[src/ars_params.svh]
// Offsets, field positions, response codes and counts for the converter result sequencer
`ifndef ARS_PARAMS_SVH
`define ARS_PARAMS_SVH

`define ARS_ADDR_W        8
`define ARS_DATA_W        12
`define ARS_CH_W          5
`define ARS_NBUF          16
`define ARS_NPIN          16

`define ARS_OFF_CTRL_ONE  8'h00
`define ARS_OFF_CTRL_TWO  8'h04
`define ARS_OFF_SCAN_LO   8'h08
`define ARS_OFF_SCAN_HI   8'h0C
`define ARS_OFF_PCFG_OWN  8'h10
`define ARS_OFF_PCFG_PEER 8'h14
`define ARS_OFF_IRQ_STAT  8'h18
`define ARS_OFF_IRQ_MASK  8'h1C
`define ARS_OFF_STATUS    8'h20
`define ARS_OFF_BUF_BASE  8'h40
`define ARS_OFF_BUF_LAST  8'h7C

`define ARS_B_DONE        0
`define ARS_B_SAMPLE      1
`define ARS_B_DMA         2
`define ARS_B_SCAN_EN     10
`define ARS_F_CONVERSIONS_PER_IRQ_SEL_LO     2
`define ARS_F_CONVERSIONS_PER_IRQ_SEL_HI     5
`define ARS_F_FCH_LO      16
`define ARS_F_FCH_HI      20

`define ARS_IRQ_SEQ       0
`define ARS_IRQ_OVR       1
`define ARS_NIRQ          2

`define ARS_RESP_OKAY     2'h0
`define ARS_RESP_SLVERR   2'h2

`endif

[src/ars_pkg.sv]
// Types shared by the converter result sequencer and its users
`include "ars_params.svh"

package ars_pkg;

    typedef enum logic [1:0] {
        ARS_IDLE = 2'b01,
        ARS_CONV = 2'b10
    } ars_fsm_t;

    typedef struct packed {
        logic                   start;
        logic [`ARS_CH_W-1:0]   channel;
    } ars_conv_req_t;

    typedef struct packed {
        logic                   done;
        logic [`ARS_DATA_W-1:0] data;
    } ars_conv_res_t;

    typedef struct packed {
        logic                                     done;
        logic                                     sample;
        logic                                     dma_mode;
        logic [3:0]                               conversions_per_irq_sel;
        logic                                     scan_en;
        logic [`ARS_CH_W-1:0]                     fix_ch;
        logic [15:0]                              scan_lo;
        logic [15:0]                              scan_hi;
        logic [`ARS_NPIN-1:0]                     pcfg_own;
        logic [`ARS_NPIN-1:0]                     pcfg_peer;
        logic [`ARS_NIRQ-1:0]                     irq_st;
        logic [`ARS_NIRQ-1:0]                     irq_mask;
        logic [3:0]                               cnt;
        logic [3:0]                               wptr;
        logic [`ARS_CH_W-1:0]                     spos;
        logic [`ARS_CH_W-1:0]                     cur_ch;
        ars_fsm_t                                 fsm;
        logic [`ARS_NBUF-1:0][`ARS_DATA_W-1:0]    rbuf;
        logic                                     unread;
        logic [`ARS_NPIN-1:0]                     sy1;
        logic [`ARS_NPIN-1:0]                     sy2;
        logic [`ARS_NPIN-1:0]                     sy3;
        logic [`ARS_NPIN-1:0]                     din_q;
        logic [`ARS_NPIN-1:0]                     alt_din;
        logic                                     bvalid;
        logic [1:0]                               bresp;
        logic                                     rvalid;
        logic [1:0]                               rresp;
        logic [31:0]                              rdata;
        ars_conv_req_t                            req;
    } ars_state_t;

endpackage : ars_pkg

[src/ars_seq.sv]
// Converter result sequencer: sampling control, scan, result storage, pin gating
// Behaviour
// Interrupt flag raised after the conversion count set by the per-interrupt field.
// With scan enabled, scan list restarts from its first entry at that point.
// Without DMA, result write pointer returns to the first buffer at that point.
// Without DMA, sixteen result buffers are filled in sequential order.
// Buffer index follows conversion order, never the input channel.
// With DMA, one buffer only; each new result overwrites the previous.
// With DMA, the reader fetches each result before the next completes.
// Done clears at conversion start, sets at completion, stays set meanwhile; a software write of 0 to done also clears it.
// Manual-sampling software clears done itself just before setting sample start.
// A shared pin is digital only when both instances configure it as one.
// Any analog setting disables the input buffer; alternate inputs read zero.
// Wrap and interrupt occur after field value plus one conversions.
`include "ars_params.svh"
`timescale 1ns/1ps
`default_nettype none

module ars_seq (
    input  wire logic                     clock,
    input  wire logic                     rst,
    input  wire logic                     s_axi_awvalid,
    output logic                          s_axi_awready,
    input  wire logic [`ARS_ADDR_W-1:0]   s_axi_awaddr,
    input  wire logic [2:0]               s_axi_awprot,
    input  wire logic                     s_axi_wvalid,
    output logic                          s_axi_wready,
    input  wire logic [31:0]              s_axi_wdata,
    input  wire logic [3:0]               s_axi_wstrb,
    output logic                          s_axi_bvalid,
    input  wire logic                     s_axi_bready,
    output logic [1:0]                    s_axi_bresp,
    input  wire logic                     s_axi_arvalid,
    output logic                          s_axi_arready,
    input  wire logic [`ARS_ADDR_W-1:0]   s_axi_araddr,
    input  wire logic [2:0]               s_axi_arprot,
    output logic                          s_axi_rvalid,
    input  wire logic                     s_axi_rready,
    output logic [31:0]                   s_axi_rdata,
    output logic [1:0]                    s_axi_rresp,
    output ars_pkg::ars_conv_req_t        conv_req,
    input  wire ars_pkg::ars_conv_res_t   conv_res,
    input  wire logic [`ARS_NPIN-1:0]     pin_level,
    output logic [`ARS_NPIN-1:0]          pin_digital_en,
    output logic [`ARS_NPIN-1:0]          alt_digital_in,
    output logic                          irq
);
    import ars_pkg::*;

    ars_state_t s_r;
    ars_state_t s_nxt;

    logic wr_go;
    logic rd_go;

    // Byte-lane merge of a write into an existing word
    function automatic logic [31:0] ars_merge(
        input logic [31:0] old,
        input logic [31:0] wd,
        input logic [3:0]  be
    );
        logic [31:0] r;
        r = old;
        for (int i = 0; i < 4; i++) begin
            if (be[i]) begin
                r[i*8 +: 8] = wd[i*8 +: 8];
            end
        end
        return r;
    endfunction : ars_merge

    // First selected channel at or after the start index, else the lowest selected
    function automatic logic [`ARS_CH_W-1:0] ars_next_ch(
        input logic [31:0]          m,
        input logic [`ARS_CH_W-1:0] from
    );
        logic [`ARS_CH_W-1:0] hit;
        logic [`ARS_CH_W-1:0] low;
        logic                 found;
        hit = from;
        low = from;
        found = 1'b0;
        for (int i = 31; i >= 0; i--) begin
            if (m[i]) begin
                low = i[`ARS_CH_W-1:0];
                if (i[`ARS_CH_W-1:0] >= from) begin
                    hit = i[`ARS_CH_W-1:0];
                    found = 1'b1;
                end
            end
        end
        return found ? hit : low;
    endfunction : ars_next_ch

    // Address falls in the result buffer window
    function automatic logic ars_in_buf(input logic [`ARS_ADDR_W-1:0] a);
        return (a >= `ARS_OFF_BUF_BASE) && (a <= `ARS_OFF_BUF_LAST);
    endfunction : ars_in_buf

    // Pins that both converter instances leave digital
    function automatic logic [`ARS_NPIN-1:0] ars_digital(
        input logic [`ARS_NPIN-1:0] own,
        input logic [`ARS_NPIN-1:0] peer
    );
        return own & peer;
    endfunction : ars_digital

    // Advance a sequence counter, or restart it at the end of a sequence
    function automatic logic [3:0] ars_step(
        input logic [3:0] v,
        input logic       last
    );
        return last ? 4'h0 : v + 4'h1;
    endfunction : ars_step

    // Register image as software sees it
    function automatic logic [31:0] ars_reg_word(
        input ars_state_t           st,
        input logic [`ARS_ADDR_W-1:0] a
    );
        logic [31:0] w;
        w = 32'h0000_0000;
        unique case (a)
            `ARS_OFF_CTRL_ONE: begin
                w[`ARS_B_DONE]   = st.done;
                w[`ARS_B_SAMPLE] = st.sample;
                w[`ARS_B_DMA]    = st.dma_mode;
            end
            `ARS_OFF_CTRL_TWO: begin
                w[`ARS_F_CONVERSIONS_PER_IRQ_SEL_HI:`ARS_F_CONVERSIONS_PER_IRQ_SEL_LO] = st.conversions_per_irq_sel;
                w[`ARS_B_SCAN_EN]                = st.scan_en;
                w[`ARS_F_FCH_HI:`ARS_F_FCH_LO]   = st.fix_ch;
            end
            `ARS_OFF_SCAN_LO:   w[15:0] = st.scan_lo;
            `ARS_OFF_SCAN_HI:   w[15:0] = st.scan_hi;
            `ARS_OFF_PCFG_OWN:  w[`ARS_NPIN-1:0] = st.pcfg_own;
            `ARS_OFF_PCFG_PEER: w[`ARS_NPIN-1:0] = st.pcfg_peer;
            `ARS_OFF_IRQ_STAT:  w[`ARS_NIRQ-1:0] = st.irq_st;
            `ARS_OFF_IRQ_MASK:  w[`ARS_NIRQ-1:0] = st.irq_mask;
            `ARS_OFF_STATUS: begin
                w[3:0]   = st.wptr;
                w[11:8]  = st.cnt;
                w[20:16] = st.cur_ch;
                w[24]    = st.unread;
                w[25]    = (st.fsm == ARS_CONV);
            end
            default: begin
                if (ars_in_buf(a) && a[1:0] == 2'h0) begin
                    w[`ARS_DATA_W-1:0] = st.rbuf[a[5:2]];
                end
            end
        endcase
        return w;
    endfunction : ars_reg_word

    function automatic logic ars_mapped(input logic [`ARS_ADDR_W-1:0] a);
        return (a[1:0] == 2'h0) && (a <= `ARS_OFF_STATUS || ars_in_buf(a));
    endfunction : ars_mapped

    assign wr_go         = s_axi_awvalid & s_axi_wvalid & ~s_r.bvalid;
    assign rd_go         = s_axi_arvalid & ~s_r.rvalid;
    assign s_axi_awready = wr_go;
    assign s_axi_wready  = wr_go;
    assign s_axi_arready = rd_go;

    always_comb begin
        logic [31:0]          w;
        logic [`ARS_CH_W-1:0] ch;
        logic                 wrap;
        logic                 done_set;
        logic                 ovr_set;
        logic                 seq_set;
        logic [`ARS_NIRQ-1:0] clr;
        w        = 32'h0000_0000;
        ch       = '0;
        wrap     = 1'b0;
        done_set = 1'b0;
        ovr_set  = 1'b0;
        seq_set  = 1'b0;
        clr      = '0;
        s_nxt    = s_r;
        s_nxt.req.start = 1'b0;

        // Pin input synchroniser; a change is accepted once stages two and three agree
        s_nxt.sy1 = pin_level;
        s_nxt.sy2 = s_r.sy1;
        s_nxt.sy3 = s_r.sy2;
        for (int i = 0; i < `ARS_NPIN; i++) begin
            if (s_r.sy2[i] == s_r.sy3[i]) begin
                s_nxt.din_q[i] = s_r.sy3[i];
            end
        end
        s_nxt.alt_din = s_r.din_q & ars_digital(s_r.pcfg_own, s_r.pcfg_peer);

        // Register writes
        if (s_r.bvalid && s_axi_bready) begin
            s_nxt.bvalid = 1'b0;
        end
        if (wr_go) begin
            s_nxt.bvalid = 1'b1;
            s_nxt.bresp  = ars_mapped(s_axi_awaddr) ? `ARS_RESP_OKAY : `ARS_RESP_SLVERR;
            w = ars_merge(ars_reg_word(s_r, s_axi_awaddr), s_axi_wdata, s_axi_wstrb);
            unique case (s_axi_awaddr)
                `ARS_OFF_CTRL_ONE: begin
                    s_nxt.done     = w[`ARS_B_DONE] & s_r.done;
                    s_nxt.sample   = w[`ARS_B_SAMPLE];
                    s_nxt.dma_mode = w[`ARS_B_DMA];
                end
                `ARS_OFF_CTRL_TWO: begin
                    s_nxt.conversions_per_irq_sel    = w[`ARS_F_CONVERSIONS_PER_IRQ_SEL_HI:`ARS_F_CONVERSIONS_PER_IRQ_SEL_LO];
                    s_nxt.scan_en = w[`ARS_B_SCAN_EN];
                    s_nxt.fix_ch  = w[`ARS_F_FCH_HI:`ARS_F_FCH_LO];
                end
                `ARS_OFF_SCAN_LO:   s_nxt.scan_lo   = w[15:0];
                `ARS_OFF_SCAN_HI:   s_nxt.scan_hi   = w[15:0];
                `ARS_OFF_PCFG_OWN:  s_nxt.pcfg_own  = w[`ARS_NPIN-1:0];
                `ARS_OFF_PCFG_PEER: s_nxt.pcfg_peer = w[`ARS_NPIN-1:0];
                `ARS_OFF_IRQ_STAT:  clr = s_axi_wstrb[0] ? s_axi_wdata[`ARS_NIRQ-1:0] : '0;
                `ARS_OFF_IRQ_MASK:  s_nxt.irq_mask  = w[`ARS_NIRQ-1:0];
                default: ;
            endcase
        end

        // Register reads; reading the single DMA-mode buffer marks it fetched
        if (s_r.rvalid && s_axi_rready) begin
            s_nxt.rvalid = 1'b0;
        end
        if (rd_go) begin
            s_nxt.rvalid = 1'b1;
            s_nxt.rdata  = ars_reg_word(s_r, s_axi_araddr);
            s_nxt.rresp  = ars_mapped(s_axi_araddr) ? `ARS_RESP_OKAY : `ARS_RESP_SLVERR;
            if (s_axi_araddr == `ARS_OFF_BUF_BASE) begin
                s_nxt.unread = 1'b0;
            end
        end

        // Conversion sequencing
        unique case (s_r.fsm)
            ARS_IDLE: begin
                if (s_r.sample) begin
                    ch = s_r.scan_en ? ars_next_ch({s_r.scan_hi, s_r.scan_lo}, s_r.spos)
                                     : s_r.fix_ch;
                    s_nxt.req.start   = 1'b1;
                    s_nxt.req.channel = ch;
                    s_nxt.cur_ch      = ch;
                    s_nxt.sample      = 1'b0;
                    s_nxt.done        = 1'b0;
                    s_nxt.fsm         = ARS_CONV;
                end
            end
            ARS_CONV: begin
                if (conv_res.done) begin
                    done_set  = 1'b1;
                    // A count left above a lowered field ends the sequence at once
                    wrap      = (s_r.cnt >= s_r.conversions_per_irq_sel);
                    s_nxt.fsm = ARS_IDLE;
                    if (s_r.dma_mode) begin
                        s_nxt.rbuf[0] = conv_res.data;
                        ovr_set       = s_r.unread;
                        s_nxt.unread  = 1'b1;
                    end else begin
                        s_nxt.rbuf[s_r.wptr] = conv_res.data;
                        s_nxt.wptr = ars_step(s_r.wptr, wrap);
                    end
                    s_nxt.cnt  = ars_step(s_r.cnt, wrap);
                    s_nxt.spos = wrap ? '0 : s_r.cur_ch + 5'h01;
                    seq_set    = wrap;
                end
            end
            default: s_nxt.fsm = ARS_IDLE;
        endcase

        // Hardware set wins over software clear
        if (done_set) begin
            s_nxt.done = 1'b1;
        end
        s_nxt.irq_st = (s_r.irq_st & ~clr) | {ovr_set, seq_set};
    end

    always_ff @(posedge clock) begin
        if (rst) begin
            s_r     <= '0;
            s_r.fsm <= ARS_IDLE;
        end else begin
            s_r <= s_nxt;
        end
    end

    assign s_axi_bvalid   = s_r.bvalid;
    assign s_axi_bresp    = s_r.bresp;
    assign s_axi_rvalid   = s_r.rvalid;
    assign s_axi_rdata    = s_r.rdata;
    assign s_axi_rresp    = s_r.rresp;
    assign conv_req       = s_r.req;
    assign pin_digital_en = ars_digital(s_r.pcfg_own, s_r.pcfg_peer);
    assign alt_digital_in = s_r.alt_din;
    assign irq            = |(s_r.irq_st & s_r.irq_mask);

endmodule : ars_seq

`default_nettype wire

[config.mk]
export PLATFORM = sky130hd
export DESIGN_NAME = ars_seq
export DESIGN_NICKNAME = d
export VERILOG_FILES = /design/src/ars_pkg.sv /design/src/ars_seq.sv
export VERILOG_INCLUDE_DIRS = /design/src
export SDC_FILE = /design/constraint.sdc
export NUM_CORES = 1
export LEC_CHECK = 0
export ABC_CLOCK_PERIOD_IN_PS = 3790
export BUFFER_PORTS_ARGS = -buffer_cell sky130_fd_sc_hd__buf_2
export CAP_MARGIN = 20
export CORE_MARGIN = 10
export CORE_UTILIZATION = 50
export DETAILED_ROUTE_END_ITERATION = 7
export PLACE_DENSITY = 0.73
export SKIP_LAST_GASP = 1
export SYNTH_ARGS = -nofsm -noshare
export SYNTH_HDL_FRONTEND = slang
export SYNTH_SLANG_ARGS = --single-unit
[constraint.sdc]
create_clock -name clock -period 3.79 [get_ports clock]
set_input_delay 0.379 -clock clock [delete_from_list [all_inputs] [get_ports clock]]
set_output_delay 0.379 -clock clock [all_outputs]
set_load 0.02 [all_outputs]
==> results of run 1 <==
## Yosys cell counts (all sizes together) (27+ instances only)
cell / count / share of area (%)
dfxtp: 402 / 41
nand2: 337 / 6.5
a21oi: 270 / 6.9
nand3: 207 / 5.3
clkbuf: 183 / 3.5
nor2: 130 / 2.5
buf: 96 / 3.1
o21ai: 81 / 2.1
mux4: 76 / 8.8
nor2b: 62 / 2.0
mux2i: 41 / 2.1
nor3: 36 / 0.92
a211oi: 32 / 1.2
o21a: 27 / 1.0
## power by group through the flow
stage / clock network, mW / registers, mW / logic [mW]
6_report: 4.31 / 4.28 / 0.449
3_5_place_dp: 0 / 4.37 / 0.443
3_3_place_gp: 0 / 4.37 / 0.436
5_1_grt: 4.54 / 4.28 / 0.483
4_1_cts: 4.36 / 4.28 / 0.444
2_1_floorplan: 0 / 4.37 / 0.325
## routing by layer
metal	global-route usage [%]	wire, um	part of all wire (%)
met3	3.68	4890	7.9
met4	11.5	2300	3.7
met5	0	0	0
met1	32.7	25200	41
met2	41.0	29300	48
## path summary, 6_finish.rpt
path	end	start	cells after the start
min	s_nxt[103]$_SDFF_PP0_	pin_level[11]	2
min reg2reg	s_nxt[83]$_SDFF_PP0_	s_nxt[99]$_SDFF_PP0_	1
max	conv_req[2]$_SDFFE_PP0P_	s_r[327]$_SDFFE_PP0P_	7
max reg2reg	conv_req[2]$_SDFFE_PP0P_	s_r[327]$_SDFFE_PP0P_	7
## cell type report
type                            instances  area share, %
Inverter                               23          0.399
Antenna cell                            4         0.0463
Clock buffer                           65           6.00
Tap cell                              518           2.99
Timing Repair Buffer                  205           5.62
Clock inverter                         11          0.665
Sequential cell                       402           37.2
Multi-Input combinational cell       1617           47.1
## logic make-up (layout without fill, tap and decap cells)
family          Yosys count  in the layout  share of synthesized area [%]
compound gates          561            561                           17.6
xor+xnor                  6              6                          0.269
fa+ha+maj                10             10                          0.640
buf+inv                 302            304                           7.09
flops                   402            402                           41.2
mux                     124            124                           11.3
other cells               1             15                         0.0192
simple gates            905            905                           22.0
## stage by stage
step | instances | area [sq um] | power, mW
6_report | 2845 | 21600 | 9.04
5_1_grt | 2845 | 21600 | 9.30
4_1_cts | 2841 | 21600 | 9.08
3_5_place_dp | 2765 | 20200 | 4.82
3_3_place_gp | 2765 | 20200 | 4.81
2_1_floorplan | 2321 | 19600 | 4.69
## worst max-delay path, stage by stage, from the launching register on
cell      delay, ns
dfxtp_1        0.74
inv_1          0.26
o211ai_1       0.34
o311a_1        0.30
or4b_4         0.51
nor4_4         0.50
or3b_1         0.41
a31oi_1        0.16
==> key figures, run 1 <==
Clock network
  • Total CTS buffers: 43
  • Skew-Pair Late Insertion Delay: 0.58 ns
  • CTS sink count: 402
  • Setup Fix Bufs, Post-CTS: 0
  • Post-CTS sizing: 0
  • Post-CTS Hold Fix Bufs: 0
  • CTS H-tree depth: 2
  • Worst-path clk slew: 0.06 ns
  • Root Buffer: clkbuf_16
  • Clock Path Buffers: 3
  • CTS tree: done

Power
  • Sequential share of power: 47.3%
  • Switching share of power: 22.9%
  • Power per cell area: between 400 and 500 nW/um^2
  • Gate power share: around 5%
  • Worst VDD drop: 377 uV
  • Clk pwr share: 47.7%
  • P_sw: 2.07 mW
  • Cell leakage power: 7.72 nW
  • Int Power: 6.96 mW

Layout
  • Share of post-route cells with drive strength above 1: 16.1%
  • Area delta synth->final: 10.7%
  • Register area: 8050 sq um
  • Final core occ: 56.0%
  • Area occupied by multi-input gates: a little over 10000 sq um
  • Most common cell after layout, fill and taps aside: dfxtp_1
  • Nets: 2396
  • Commonest cells after routing, fill and taps aside: 402 x dfxtp_1, 337 x nand2_1, 270 x a21oi_1
  • Filler cell count in the final layout: 3432

Worst setup path
  • CP required: approximately 4.3 ns
  • Critical Setup Path Class: reg -> reg
  • Crit. End Element: flip-flop
  • CP Data Arrival Time: roughly 3.8 ns
  • Critical path launch point type: flip-flop
  • Max FO, Critical Path: 17
  • Reg2Reg Setup Slack: a little over 0.5 ns

Floorplan
  • Area of the die: 47400 sq um
  • Die Height: 218 um
  • Core area: between 30000 and 40000 sq um
  • Die width: 218 um
  • Row count: 72
  • I/O pin total: 174
  • Effective utilization at floorplan: 50.6%

Route
  • Drt initial violations: 2144
  • Vias/cell: ~6.2
  • Drt total wl: 61.8 mm
  • DR vias: 17542
  • Antenna viol nets, final: 0
  • DR WL/cell: 21.7 um
  • DRT Pass-1 Iters: 6
  • Drc violations: 0

Timing
  • Finish-stage setup viols: 0
  • Unrepaired setup endpoints after global routing: false
  • Final hold vios: 0
  • Clock Skews: 0.0264 ns
  • Fin worst setup slack: 0.508 ns
  • Final period util: 86.6%
  • Worst slew margin: 23.5%
  • Fmax: 0.305 GHz
  • Hold Slack: around 0.025 ns
  • Final worst path period need: ~3.3 ns
  • Fin. max-slew vios: 0
  • Setup TNS: 0 ns
  • Worst Tran Pin Value: 1.15 ns

Min path
  • Worst min-delay path class: in -> reg

Yosys
  • Cell Area, Synth: 19600 sq um
  • Dominant synthesized flop cell: dfxtp_1
  • Asr flop ratio synth: 0%
  • Syn. warnings: 0
  • Post-synth EDFFs: 0
  • Netlist cell types: 70
  • Syn Inst Count: 2311
  • Yosys reg bits: 402
  • Syn Area/Cell: 8.46 sq um
  • Sequential-to-total area share from yosys stat: 41.2%

Placement
  • Final Wtd Congestion: slightly above 0.9
  • Port Buffers: 144
  • DP Worst Slack: approximately 0.60 ns
  • Detailed placement HPWL: 42.7 mm

GRT
  • Vias in the first global route: 16753
  • Largest net degree at the start of global routing: 181
  • First-pass GRT wire length: 96.1 mm
  • Initial antenna violation count: 4
  • Tot GR Track Use: 25.2%
  • Overflow after GRT: 0

Flow run
  • Max Cap Viol: 0

Status
  • Status: finished, final reports clean
Note: power is estimated with default switching activity, not from simulation.
==> run 2, diff against run 1 <==
--- a/config.mk
+++ b/config.mk
@@ -9,6 +9,7 @@
 export ABC_CLOCK_PERIOD_IN_PS = 3790
 export BUFFER_PORTS_ARGS = -buffer_cell sky130_fd_sc_hd__buf_2
 export CAP_MARGIN = 20
+export CORE_ASPECT_RATIO = 1.25
 export CORE_MARGIN = 10
 export CORE_UTILIZATION = 50
 export DETAILED_ROUTE_END_ITERATION = 7
==> run 2 against run 1 <==
- critical path depth unchanged
- die area grew 0.10%
- maximum frequency is 1.2% higher
- sequential share of layout area increased by 0.28 points
- combinational power hardly changed
- worst hold slack got worse by 0.00081 ns
- clock-buffer cell count decreased by 10
- via count is 0.41% higher
- non-clock buffer count did not move
- clock skew is 0.0044 ns lower
- global-route usage is essentially flat
==> key figures, run 2 (synthesis results as in run 1) <==
Clock network
  • Total CTS buffers: 40 (-7.0%)
  • CTS H-tree depth: 2 (unchanged)
  • CTS sink count: 402 (unchanged)
  • Clock Path Buffers: 3 (unchanged)
  • CTS tree: done
  • Skew-Pair Late Insertion Delay: 0.56 ns (-0.02 ns)
  • Setup Fix Bufs, Post-CTS: 0 (unchanged)
  • Root Buffer: clkbuf_16
  • Post-CTS Hold Fix Bufs: 0 (unchanged)
  • Worst-path clk slew: 0.06 ns (about the same)
  • Post-CTS sizing: 0 (unchanged)

GRT
  • Overflow after GRT: 0 (unchanged)
  • Largest net degree at the start of global routing: 120 (-34%)
  • Tot GR Track Use: 25.2% (-0.036 points)
  • Initial antenna violation count: 5 (+1)
  • Vias in the first global route: 16794 (+0.24%)
  • First-pass GRT wire length: 95.1 mm (-0.98%)

Route
  • WL met2: 31.4 mm (+6.9%)
  • Metal-1 WL: 22.7 mm (-10%)
  • DR WL/cell: 22.1 um (+1.6%)
  • Top Layer Used: met5
  • DRT Pass-1 Iters: 6 (unchanged)
  • DR vias: 17614 (+0.41%)
  • Antenna viol nets, final: 0 (unchanged)
  • Vias/cell: 6.27 (+1.7%)
  • Drc violations: 0 (unchanged)
  • Drt initial violations: 1967 (-8.3%)
  • Met3 wire len: 4.40 mm (-10%)
  • Drt total wl: 62.0 mm (+0.38%)

Worst setup path
  • Critical Setup Path Class: reg -> reg
  • Crit. End Element: flip-flop
  • CP required: 4.27 ns (-0.03 ns)
  • Worst path cell trace: inv_1, o211ai_1, o311a_1, or4b_4, nor4_4, or3b_1, a31oi_1
  • Max FO, Critical Path: 14 (-3)
  • Reg2Reg Setup Slack: 0.55 ns (+0.04 ns)
  • Max incr delay on CP: 0.63 ns (-0.11 ns)
  • Reg-to-reg endpoint: conv_req[2]$_SDFFE_PP0P_
  • R2R cell count: 7 (unchanged)
  • Worst R2R Start: s_r[327]$_SDFFE_PP0P_
  • Critical path launch point type: flip-flop
  • CP Data Arrival Time: 3.72 ns (-0.07 ns)
  • Slowest cell on crit path: dfxtp_1

Floorplan
  • Core area: 38400 sq um (-0.54%)
  • Die width: 197 um (-9.6%)
  • Area of the die: 47500 sq um (+0.10%)
  • Row count: 80 (+11%)
  • I/O pin total: 174 (unchanged)
  • Die Height: 241 um (+11%)
  • Effective utilization at floorplan: 50.9% (+0.28 points)

Min path
  • Worst hold start: pin_level[7]
  • Worst hold endpoint: s_nxt[99]$_SDFF_PP0_
  • Worst min-delay path class: in -> reg
  • Hold Path Depth: 2 (unchanged)

Placement
  • Dpl cells: 2738 (-0.98%)
  • Final Wtd Congestion: 0.967 (+4.3%)
  • Port Buffers: 144 (unchanged)
  • Detailed placement HPWL: 42.7 mm (about the same)

Flow run
  • Max Cap Viol: 0 (unchanged)

Status
  • Status: finished, final reports clean

Timing
  • Fin. max-slew vios: 0 (unchanged)
  • Worst slew margin: 24.3% (+0.74 points)
  • Clock Skews: 0.0220 ns (-0.00441 ns)
  • Final period util: 85.5% (-1.1 points)
  • Final hold vios: 0 (unchanged)
  • Final worst path period need: 3.24 ns (-0.0403 ns)
  • Worst Tran Pin Value: 1.13 ns (-0.0214 ns)
  • Hold Slack: 0.0246 ns (-0.000812 ns)
  • Unrepaired setup endpoints after global routing: false
  • Fmax: 0.309 GHz (+1.2%)
  • Setup TNS: 0 ns (unchanged)
  • Finish-stage setup viols: 0 (unchanged)

Power
  • Power per cell area: 404 nW/um^2 (-3.2%)
  • Worst VDD drop: 449 uV (+19%)
  • Cell leakage power: 7.64 nW (-0.95%)

Layout
  • Commonest cells after routing, fill and taps aside: 402 x dfxtp_1, 337 x nand2_1, 270 x a21oi_1
  • Area delta synth->final: 9.85%
  • Register area: 8050 sq um (unchanged)
  • Area occupied by multi-input gates: 10200 sq um (unchanged)
  • Filler cell count in the final layout: 3532 (+2.9%)
  • Most common cell after layout, fill and taps aside: dfxtp_1
  • Share of post-route cells with drive strength above 1: 15.8% (-0.33 points)
  • Nets: 2393 (-0.13%)
  • Layout Cells excl Fill: 2810 (-1.2%)
==> run 2: changes by cell type in the layout (fill, tap and decap cells not counted), sizes merged <==
cell / change
inv: -3
clkinv: +5
diode: -1
clkbuf: -10
==> run 2: through the flow <==
step / area, sq um / setup slack, ns / utilization (%) / power (mW)
4_1_cts: 21400 / 0.592 / 55.8 / 8.73
2_1_floorplan: 19600 / 1.10 / - / 4.69
3_5_place_dp: 20100 / 0.409 / 52.4 / 4.81
5_1_grt: 21500 / 0.341 / 55.9 / 8.93
3_3_place_gp: 20100 / 0.408 / 52.4 / 4.81
6_report: 21500 / 0.549 / 55.9 / 8.68
==> run 2: area by class of cell <==
cell class / instances / share of cell area (%)
Clock buffer: 55 / 5.20
Inverter: 23 / 0.402
Sequential cell: 402 / 37.5
Timing Repair Buffer: 205 / 5.76
Multi-Input combinational cell: 1617 / 47.4
Tap cell: 492 / 2.87
Clock inverter: 13 / 0.821
Antenna cell: 3 / 0.0350
==> run 2: worst max path at each step <==
stage	from	endpoint
global placement	s_axi_awaddr[2]	s_r[416]$_SDFF_PP0_
floorplan	s_axi_araddr[2]	s_axi_rdata[6]$_SDFFE_PP0P_
detailed placement	s_axi_awaddr[2]	s_r[342]$_SDFFE_PP0P_
global route	s_r[327]$_SDFFE_PP0P_	conv_req[2]$_SDFFE_PP0P_
finish	s_r[327]$_SDFFE_PP0P_	conv_req[2]$_SDFFE_PP0P_
CTS	s_r[327]$_SDFFE_PP0P_	conv_req[2]$_SDFFE_PP0P_
==> run 2: power breakdown <==
group          leakage, nW  internal (mW)  total [mW]  switching, mW
logic                 3.76          0.140       0.451          0.311
clock network        0.633           2.27        3.96           1.68
registers             3.25           4.26        4.28         0.0152
total                 7.64           6.68        8.68           2.01
==> run 2: critical path, delay by kind of cell (launching register included) <==
family          cells  cell delay, ns
buf+inv             1            0.24
compound gates      3            0.94
simple gates        3            1.36
flops               1            0.63
==> run 2: routing by layer <==
| layer | track usage, % | vias up |
|---|---|---|
| li1 | - | 8119 |
| met1 | 28.4 | 8437 |
| met2 | 44.6 | 839 |
| met3 | 3.71 | 217 |
| met4 | 14.6 | 2 |
| met5 | 0 | - |
